`src/ctlr_params.svh`:
```
// Constants shared by both ends of the trip latch and ramp block
`ifndef CTLR_PARAMS_SVH
`define CTLR_PARAMS_SVH
// ----------------------------------------------------------------
// Register byte offsets
// ----------------------------------------------------------------
`define CTLR_OFS_FILT   5'h00
`define CTLR_OFS_STAT   5'h04
`define CTLR_OFS_SCLR   5'h08
`define CTLR_OFS_RSTART 5'h0c
`define CTLR_OFS_RSTEP  5'h10
`define CTLR_OFS_DAC    5'h14
`define CTLR_OFS_ISTS   5'h18
`define CTLR_OFS_IMSK   5'h1c
// ----------------------------------------------------------------
// Field positions
// ----------------------------------------------------------------
`define CTLR_DIV_LSB    0
`define CTLR_DIV_MSB    9
`define CTLR_THR_LSB    10
`define CTLR_THR_MSB    14
`define CTLR_REINIT_BIT 31
`define CTLR_ST_FILT    0
`define CTLR_ST_LATCH   1
`define CTLR_ST_RUN     2
`define CTLR_CLR_BIT    0
`define CTLR_IRQ_TRIP   0
`define CTLR_IRQ_SYNC   1
// ----------------------------------------------------------------
// Widths and reset values
// ----------------------------------------------------------------
`define CTLR_HIST_W     16
`define CTLR_RST_DIV    10'h001
`define CTLR_RST_THR    5'h01
`define CTLR_RST_RSTART 16'hffff
`define CTLR_RST_RSTEP  16'h0001
`define CTLR_ONE_DIV    10'h001
`define CTLR_ONE_CNT    16'h0001
`endif

```
`src/ctlr_pkg.sv`:
```
// Types shared by both ends of the trip latch and ramp block
package ctlr_pkg;
    typedef logic [15:0] ctlr_dac_t;
    typedef enum logic [0:0] {
        CTLR_RAMP_HALT = 1'b0,
        CTLR_RAMP_RUN  = 1'b1
    } ctlr_ramp_e;
    typedef struct packed {
        logic [9:0]  filt_div;
        logic [4:0]  filt_thr;
        logic        samp;
        logic [9:0]  pcnt;
        logic [15:0] hist;
        logic        filt_out;
        logic        trip_latch;
        ctlr_ramp_e  ramp_st;
        ctlr_dac_t   dac;
        ctlr_dac_t   ramp_start;
        ctlr_dac_t   ramp_step;
        logic [1:0]  irq_sts;
        logic [1:0]  irq_msk;
        logic [31:0] rdata;
        logic        ack;
    } ctlr_dev_s;
    typedef struct packed {
        logic [15:0] cnt;
        logic        sync;
        logic        pwm_on;
    } ctlr_pwm_s;
endpackage

```
`src/ctlr_link_if.sv`:
```
// Link between the comparator back end and the PWM module
`timescale 1ns/1ps
interface ctlr_link_if;
    logic pwm_sync_pulse;
    logic trip_latch;
    modport dev (input pwm_sync_pulse, output trip_latch);
    modport pwm (output pwm_sync_pulse, input trip_latch);
endinterface

```
`src/ctlr_comp_end.sv`:
```
// Comparator back end: filter, trip latch, ramp and register slave
// Notes on behaviour
// - Latch holds until software clear or sync
// - Latch set only by filtered comparator
// - Worst delay is 3 plus thr times div
// - Filter path may stay stale after clear
// - Filter high at clear re-sets latch next cycle
// - Software checks filter low before clearing
// - Software may reinit filter to flush history
// - Trip ends one latency before sync clear
// - Ramp is a falling reference aligned to sync
// - Each sync with the filter low starts the ramp decrementing
// - High comparator status halts the ramp
// - Trip beats simultaneous sync; ramp stays halted
// - Keep trips away from sync pulses
`timescale 1ns/1ps
`include "ctlr_params.svh"
module ctlr_comp_end (
    // Clock and reset
    input  wire logic               clk_sys,
    input  wire logic               srst,
    // Link to the PWM module
    ctlr_link_if.dev                link,
    // Comparator input
    input  wire logic               comp_raw,
    // Avalon-MM slave
    input  wire logic [4:0]         avs_address,
    input  wire logic               avs_read,
    input  wire logic               avs_write,
    input  wire logic [3:0]         avs_byteenable,
    input  wire logic [31:0]        avs_writedata,
    output logic [31:0]             avs_readdata,
    output logic                    avs_waitrequest,
    // Outputs
    output ctlr_pkg::ctlr_dac_t     dac_value,
    output logic                    irq
);
    import ctlr_pkg::*;

    ctlr_dev_s   st;
    ctlr_dev_s   next_st;
    logic        req;
    logic        wr_go;
    logic [4:0]  adr;
    logic [31:0] be_mask;
    logic [31:0] wd;
    logic [31:0] filt_word;
    logic [4:0]  ones;
    logic [4:0]  win;
    logic        sample_now;
    logic        sclr;
    logic        trip_now;

    // ----------------------------------------------------------------
    // Bus decode
    // ----------------------------------------------------------------
    // Every access takes two cycles: request, then ack with data
    always_comb begin
        req = avs_read | avs_write;
        wr_go = avs_write & st.ack;
        adr = {avs_address[4:2], 2'b00};
        be_mask = {{8{avs_byteenable[3]}}, {8{avs_byteenable[2]}},
                   {8{avs_byteenable[1]}}, {8{avs_byteenable[0]}}};
        wd = avs_writedata & be_mask;
        filt_word = 32'h0000_0000;
        filt_word[`CTLR_DIV_MSB:`CTLR_DIV_LSB] = st.filt_div;
        filt_word[`CTLR_THR_MSB:`CTLR_THR_LSB] = st.filt_thr;
        sclr = wr_go && adr == `CTLR_OFS_SCLR && wd[`CTLR_CLR_BIT];
    end

    assign avs_waitrequest = req & ~st.ack;

    // ----------------------------------------------------------------
    // Filter vote
    // ----------------------------------------------------------------
    // Ones among the newest samples; a divider of zero acts as one
    // Window is the vote threshold, capped at the history depth
    always_comb begin
        win = (st.filt_thr > 5'(`CTLR_HIST_W)) ? 5'(`CTLR_HIST_W) : st.filt_thr;
        ones = 5'h00;
        for (int i = 0; i < `CTLR_HIST_W; i++) begin
            if (5'(i) < win) begin
                ones = ones + {4'h0, st.hist[i]};
            end
        end
        sample_now = (st.filt_div <= `CTLR_ONE_DIV) ||
                     (st.pcnt >= st.filt_div - `CTLR_ONE_DIV);
    end

    // ----------------------------------------------------------------
    // Next state
    // ----------------------------------------------------------------
    always_comb begin
        next_st = st;
        next_st.ack = req & ~st.ack;

        // Digitizer stage adds the fixed one cycle of delay
        next_st.samp = comp_raw;

        // Prescaled sampling and threshold vote
        if (sample_now) begin
            next_st.pcnt = 10'h000;
            next_st.hist = {st.hist[`CTLR_HIST_W-2:0], st.samp};
        end else begin
            next_st.pcnt = st.pcnt + `CTLR_ONE_DIV;
        end
        // Output moves only on a unanimous window, so rising and falling
        // share one latency and a clear sees stale data for at most that long
        if (st.filt_thr == 5'h00) begin
            next_st.filt_out = 1'b0;
        end else if (ones == win) begin
            next_st.filt_out = 1'b1;
        end else if (ones == 5'h00) begin
            next_st.filt_out = 1'b0;
        end

        // Latch: a clear wins this cycle; a high filter sets it next cycle
        trip_now = st.filt_out;
        if (sclr || link.pwm_sync_pulse) begin
            next_st.trip_latch = 1'b0;
        end else if (trip_now) begin
            next_st.trip_latch = 1'b1;
        end

        // Ramp: sync restarts it, status high halts it
        if (link.pwm_sync_pulse) begin
            next_st.dac = st.ramp_start;
            // Known quirk kept: a coincident trip leaves the ramp halted
            next_st.ramp_st = trip_now ? CTLR_RAMP_HALT : CTLR_RAMP_RUN;
        end else if (st.trip_latch) begin
            next_st.ramp_st = CTLR_RAMP_HALT;
        end else if (st.ramp_st == CTLR_RAMP_RUN) begin
            // Saturate at zero rather than wrap to full scale
            next_st.dac = (st.dac > st.ramp_step) ? st.dac - st.ramp_step : 16'h0000;
        end

        // Sticky events; a new event beats a same-cycle clear
        if (wr_go && adr == `CTLR_OFS_ISTS) begin
            next_st.irq_sts = st.irq_sts & ~wd[1:0];
        end
        if (~st.trip_latch & next_st.trip_latch) begin
            next_st.irq_sts[`CTLR_IRQ_TRIP] = 1'b1;
        end
        if (link.pwm_sync_pulse) begin
            next_st.irq_sts[`CTLR_IRQ_SYNC] = 1'b1;
        end

        // Register writes take effect on the ack edge
        if (wr_go) begin
            case (adr)
                `CTLR_OFS_FILT: begin
                    next_st.filt_div = (st.filt_div & ~be_mask[`CTLR_DIV_MSB:`CTLR_DIV_LSB])
                                     | wd[`CTLR_DIV_MSB:`CTLR_DIV_LSB];
                    next_st.filt_thr = (st.filt_thr & ~be_mask[`CTLR_THR_MSB:`CTLR_THR_LSB])
                                     | wd[`CTLR_THR_MSB:`CTLR_THR_LSB];
                    // Flush history so a long latency need not be waited out
                    if (wd[`CTLR_REINIT_BIT]) begin
                        next_st.hist = '0;
                        next_st.pcnt = 10'h000;
                        next_st.filt_out = 1'b0;
                    end
                end
                `CTLR_OFS_RSTART: begin
                    next_st.ramp_start = (st.ramp_start & ~be_mask[15:0]) | wd[15:0];
                end
                `CTLR_OFS_RSTEP: begin
                    next_st.ramp_step = (st.ramp_step & ~be_mask[15:0]) | wd[15:0];
                end
                `CTLR_OFS_IMSK: begin
                    next_st.irq_msk = (st.irq_msk & ~be_mask[1:0]) | wd[1:0];
                end
                default: begin
                end
            endcase
        end

        // Read data is captured in the request cycle
        if (avs_read & ~st.ack) begin
            case (adr)
                `CTLR_OFS_FILT:   next_st.rdata = filt_word;
                `CTLR_OFS_STAT:   next_st.rdata = {29'h0, st.ramp_st == CTLR_RAMP_RUN,
                                                   st.trip_latch, st.filt_out};
                `CTLR_OFS_RSTART: next_st.rdata = {16'h0000, st.ramp_start};
                `CTLR_OFS_RSTEP:  next_st.rdata = {16'h0000, st.ramp_step};
                `CTLR_OFS_DAC:    next_st.rdata = {16'h0000, st.dac};
                `CTLR_OFS_ISTS:   next_st.rdata = {30'h0, st.irq_sts};
                `CTLR_OFS_IMSK:   next_st.rdata = {30'h0, st.irq_msk};
                default:          next_st.rdata = 32'h0000_0000;
            endcase
        end
    end

    // ----------------------------------------------------------------
    // State register
    // ----------------------------------------------------------------
    always_ff @(posedge clk_sys) begin
        if (srst) begin
            st <= '0;
            st.filt_div <= `CTLR_RST_DIV;
            st.filt_thr <= `CTLR_RST_THR;
            st.ramp_start <= `CTLR_RST_RSTART;
            st.ramp_step <= `CTLR_RST_RSTEP;
        end else begin
            st <= next_st;
        end
    end

    // Outputs
    assign avs_readdata = st.rdata;
    assign dac_value = st.dac;
    assign irq = |(st.irq_sts & st.irq_msk);
    assign link.trip_latch = st.trip_latch;
endmodule

```
`src/flat_wrapper.sv`:
```
// flat-port wrapper written by rule: the top's interface ports become plain ports
module ctlr_comp_end_flat import ctlr_pkg::*;
  (clk_sys, srst, comp_raw, avs_address, avs_read, avs_write, avs_byteenable, avs_writedata, avs_readdata, avs_waitrequest, dac_value, irq, link_pwm_sync_pulse, link_trip_latch);
  ctlr_link_if link_i ();
  input  wire logic clk_sys;
  input  wire logic srst;
  input  wire logic comp_raw;
  input  wire logic [4:0] avs_address;
  input  wire logic avs_read;
  input  wire logic avs_write;
  input  wire logic [3:0] avs_byteenable;
  input  wire logic [31:0] avs_writedata;
  output logic [31:0] avs_readdata;
  output logic avs_waitrequest;
  output ctlr_pkg::ctlr_dac_t dac_value;
  output logic irq;
  input wire logic [$bits(link_i.pwm_sync_pulse)-1:0] link_pwm_sync_pulse;
  output wire logic [$bits(link_i.trip_latch)-1:0] link_trip_latch;
  assign link_i.pwm_sync_pulse = link_pwm_sync_pulse;
  assign link_trip_latch = link_i.trip_latch;
  ctlr_comp_end u_core (.clk_sys(clk_sys), .srst(srst), .link(link_i), .comp_raw(comp_raw), .avs_address(avs_address), .avs_read(avs_read), .avs_write(avs_write), .avs_byteenable(avs_byteenable), .avs_writedata(avs_writedata), .avs_readdata(avs_readdata), .avs_waitrequest(avs_waitrequest), .dac_value(dac_value), .irq(irq));
endmodule
```
`config.mk`:
```
export PLATFORM = sky130hd
export DESIGN_NAME = ctlr_comp_end_flat
export DESIGN_NICKNAME = d
export VERILOG_FILES = /design/src/ctlr_pkg.sv /design/src/ctlr_link_if.sv /design/src/ctlr_comp_end.sv /design/src/flat_wrapper.sv
export VERILOG_INCLUDE_DIRS = /design/src
export SDC_FILE = /design/constraint.sdc
export NUM_CORES = 1
export LEC_CHECK = 0
export BUFFER_PORTS_ARGS = -buffer_cell sky130_fd_sc_hd__buf_2
export CAP_MARGIN = 20
export CORE_ASPECT_RATIO = 2
export CORE_MARGIN = 4
export CORE_UTILIZATION = 35
export DETAILED_ROUTE_END_ITERATION = 8
export GPL_ROUTABILITY_DRIVEN = 0
export HOLD_SLACK_MARGIN = 0.15
export PLACE_DENSITY = 0.65
export SYNTH_ARGS = -nofsm -noshare
export SYNTH_HDL_FRONTEND = slang
export SYNTH_SLANG_ARGS = --single-unit
```
`constraint.sdc`:
```
create_clock -name clk_sys -period 10.2 [get_ports clk_sys]
set_input_delay 1.53 -clock clk_sys [delete_from_list [all_inputs] [get_ports clk_sys]]
set_output_delay 1.53 -clock clk_sys [all_outputs]
set_load 0.02 [all_outputs]
```
# Word-level counts from Yosys, hierarchy flattened
# Index checks and enable logic that the tools add are counted.
[totals]
reg_bits = 130
input_bits = 47
out_inout_bits = 51
wordCells = 143
[op_classes]
add_sub_neg = 18
magnitude_cmp = 20
eq_ne = 9
n_mux = 37
n_bitwise = 25
n_reduce_logical = 18
[op_table]
columns = ["operator", "count"]
rows = [
  ["$pmux 16 s7", 1],
  ["$mux 27", 3],
  ["$mux 5", 16],
  ["$add 5x1->5", 14],
  ["$mux 16", 4],
  ["$lt 4x5->1 const A", 8],
  ["$and 16x16->16", 2],
  ["$and 32x32->32", 1],
  ["$or 16x16->16", 2],
  ["$lt 3x5->1 const A", 4],
  ["$mux 17", 1],
  ["$gt 16x16->1", 1],
  ["$not 16->16", 1],
  ["$sub 16x16->16", 1],
  ["$logic_not 5->1", 3],
  ["$eq 3x3->1 const B", 4],
  ["$add 10x1->10 const B", 1],
  ["$and 10x10->10", 1],
  ["$ge 10x10->1", 1],
  ["$le 10x1->1 const B", 1],
  ["$lt 1x5->1 const A", 2],
  ["$lt 2x5->1 const A", 2],
  ["$mux 1", 10],
  ["$mux 10", 1],
  ["other kinds (24)", 42],
]

# Depth between registers and ports, before layout
[logic_depth]
depth_word = 41
depth_mapped = 59
depth_no_buf = 57

# Worst setup path after synthesis
# No wires, ideal clock.
[synth_timing]
path_kind = "reg-to-reg"
startpoint = "reg (tool-made name)"
endpoint = "reg u_core.st (netlist bit u_core.trip_now)"
setup_ns = 0.121
t_arrival_ns = 10.422
required_time_ns = 10.079
path_slack_ns = -0.343
stages_incl_launch_ff = 59
path_buffers = 3
period_less_slack_ns = 10.543
path_cell_list = "dfxtp_1 > buf_6 > or3_1 > buf_6 > clkbuf_1 > nor2_1 > mux2_2 > ha_1 > nand2_1 > o21ai_0 > a221o_1 > ha_1 > nand2b_1 > and2_1 > ha_1 > and3_1 > a31o_2 > ha_1 > [... 23 more ...] > ha_1 > mux2i_1 > o21ai_0 > ha_1 > nor2_1 > nor2_1 > ha_1 > nand2_1 > xor2_1 > nor2_1 > xnor2_1 > xnor2_1 > nand4_1 > xor2_1 > xnor2_2 > xor2_1 > o32ai_1 > mux2_4"
[synth_rtl]
columns = ["element", "line_no", "text"]
rows = [
  ["end signal, assigned", "ctlr_comp_end.sv:204", "st <= next_st;"],
  ["end, declared", "ctlr_comp_end.sv:40", "ctlr_dev_s st;"],
]

==> key figures <==
Outcome
  – Outcome: completed

Logic synthesis
  – Post-synth ARST share: 0%
  – Mean post-synth cell area: 8.20 um^2
  – Unique masters post-synth: 74
  – Post-synth top flop: dfxtp_1
  – Synth area leaders: dfxtp_1, ha_1, mux2i_1, nor2_1, buf_4
  – Synth Warn #: 0
  – Synth area leader: dfxtp_1
  – Post-synth top area share: 27.5%
  – Cell Area, Synth: 8310 um^2
  – Seq/Total Area, Yosys: 27.5%
  – Number of flops mapped to enable cells by yosys: 0
  – Seq cells post-synth: 114
  – Synthesized instance count: 1013
  – Count leader, synth: nor2_1
  – Synth top cells by count: nor2_1, dfxtp_1, nand2_1, ha_1, mux2i_1

Timing
  – Final Critical Period: 9940 ps
  – Final hold violations: 0
  – Final setup fails: 0
  – RSZ-0062 raised after global routing: yes
  – Clk_skew: 7.64 ps
  – Slew Limit Fails: 0
  – Fin Hold WS: 461 ps
  – Worst Tran Pin Value: 1110 ps
  – Tcrit/Tclk final: 97.5%
  – Max_slew headroom: 25.7%
  – Fmax: 101 MHz

Floorplan
  – FP Rows: 79
  – Initial Utilization: 35.6%
  – IO Count: 98
  – DIE AREA: 26400 um^2
  – Core ar.: 23300 um^2
  – Die X: 117 um
  – Die extent in y: 226 um

Worst setup path
  – Crit path DAT: 10310 ps
  – Worst Setup End Kind: register
  – Crit path max-delay cell type: dfxtp_2
  – R2R Setup Slk: 260 ps
  – Most frequent cell on the critical path: ha_4
  – Crit path required time: 10570 ps
  – Setup crit start kind: register
  – Max incr delay on CP: 330 ps
  – Crit Path Category: reg -> reg
  – Crit Path Max Fanout: 3

Drt
  – 1st-iter DRT viols: 456
  – Drc violations: 0
  – Routed len/inst: 17.6 um
  – Vias per inst: 5.51
  – Drt first pass iters: 5
  – DR vias: 7461
  – Detailed Route WL: 23800 um
  – Routed Antenna Nets: 0

Power and ir drop
  – Worst VDD drop: 0.106 mV
  – Logic gate share of total power: 15.1%
  – Switch Pwr: 0.334 mW
  – Part of the power in the clock network: 46.3%
  – Sequential power share: 38.6%
  – Pint: 0.887 mW
  – Total power draw: 1.22 mW
  – Power density cells: 124 nW/um^2
  – Leak: 4.21 nW
  – Sw Share: 27.4%

CTS
  – CTS Buf Count: 17
  – Clk Latency, worst-skew pair: 420 ps
  – Clk root buf: clkbuf_16
  – Clock transition at path regs: 60 ps
  – H-tree depth: 4
  – CTS tree: built
  – Maximum clock insertion buffer count: 2
  – Sink Count: 114

Global route
  – First-pass GRT wire length: 36900 um
  – Initial antenna violation count: 1
  – Vias in the first global route: 7406
  – Largest net degree at the start of global routing: 89
  – GRT Total Usage: 17.9%
  – GR Overflow Total: 0

Final layout
  – # diodes: 0
  – Layout cell share with drive strength beyond 1: 21.2%
  – Layout area overhead: 18.1%
  – Final nets: 1164
  – FILL cells: 2307

Place
  – DP Wirelength: 18100 um
  – Port buffer count: 63

Job
  – Max-Cap Viols: 0

Hold path
  – Worst Hold Class: reg -> reg
worst max-delay path, delay by kind of cell, from the launching register on:
kind | cells | cell delay [ps]
AO/OA/AOI/OAI | 10 | 1750
multiplexers | 3 | 630
buffers and inverters | 1 | 150
AND/OR/NAND/NOR | 23 | 2170
XOR/XNOR | 5 | 1020
flip-flops | 1 | 330
adder cells (fa/ha/maj) | 15 | 3810
cells in the final DEF (no fill, tap or decap), types with 6 or more instances in the layout:
master | netlist | layout
a211o_1 | 21 | 21
mux2i_1 | 54 | 53
a222oi_1 | 11 | 11
a21o_1 | 17 | 17
a31oi_1 | 7 | 6
buf_2 | 6 | 63
nand3_1 | 20 | 20
nor2b_1 | 25 | 24
xor2_1 | 19 | 18
nor2_1 | 135 | 129
or3_1 | 7 | 6
nand4_1 | 8 | 8
and3_1 | 8 | 7
a21boi_0 | 7 | 6
inv_1 | 39 | 38
nand2_1 | 85 | 76
conb_1 | 1 | 16
ha_4 | 0 | 13
xnor2_1 | 29 | 28
clkbuf_1 | 41 | 7
ha_1 | 58 | 40
nand2_2 | 0 | 6
clkbuf_16 | 0 | 17
o21ai_0 | 49 | 44
dfxtp_1 | 114 | 111
a21oi_1 | 34 | 34
nand2b_1 | 10 | 8
nor3_1 | 12 | 12
a22oi_1 | 31 | 31
nor4_1 | 10 | 9
buf_4 | 48 | 51
o211ai_1 | 6 | 6
metal layers:
metal / GRT usage, % / wire (um) / vias to the layer above
met5: 0 / 0 / -
met4: 10.3 / 1230 / 0
met1: 17.7 / 8630 / 3535
li1: - / - / 3630
met2: 33.8 / 12900 / 226
met3: 3.08 / 965 / 70
cells by family after synthesis:
family          count (synthesis)  synth area share [%]
compound gates                229                  19.4
xor+xnor                       57                  7.34
fa+ha+maj                      59                  8.98
buf+inv                       142                  8.86
flops                         114                  27.5
mux                            66                  8.56
other cells                     1                0.0452
simple gates                  345                  19.3
per-stage QoR:
stage               cell area, um^2  cells  utilization (%)  TNS, ps  setup slack [ps]
floorplan                      8440   1028                -        0              35.4
CTS                            9440   1347             40.5        0              3.82
global route                   9810   1354             42.1     -216              -216
finish                         9810   1354             42.1        0               258
detailed placement             8830   1312             37.9     -258              -258
global placement               8830   1312             37.9    -43.2             -43.2
what timing repair did:
item	CTS	global route
setup endpoints to repair	1	1
gates resized for setup	9	61
hold buffers	0	0
pin swaps	9	41
buffers inserted	3	7
cloned	0	0
power groups by stage:
stage | sequential (mW) | clock, mW | combinational (mW)
after global routing | 0.472 | 0.591 | 0.202
final | 0.471 | 0.566 | 0.184
after detailed placement | 0.480 | 0 | 0.176
after floorplan | 0.475 | 0 | 0.137
after global placement | 0.480 | 0 | 0.173
after CTS | 0.471 | 0.574 | 0.177
layout make-up:
class,count,area [um^2],share of cell area [%]
well taps,283,354,3.61
inverters,39,146,1.49
clock inverters,4,47.5,0.485
flip-flops and latches,114,2290,23.3
multi-input cells,772,5770,58.8
clock buffers,28,507,5.16
repair buffers,114,698,7.12
worst paths after layout:
path / start / endpoint / cells after the start
worst min-delay path: u_core.st[0] / u_core.st[0] / 1
worst min register to register: u_core.st[0] / u_core.st[0] / 1
worst max register to register: register / u_core.trip_now / 57
worst max-delay path: register / u_core.trip_now / 57
Power figures use the tool's default switching activity.
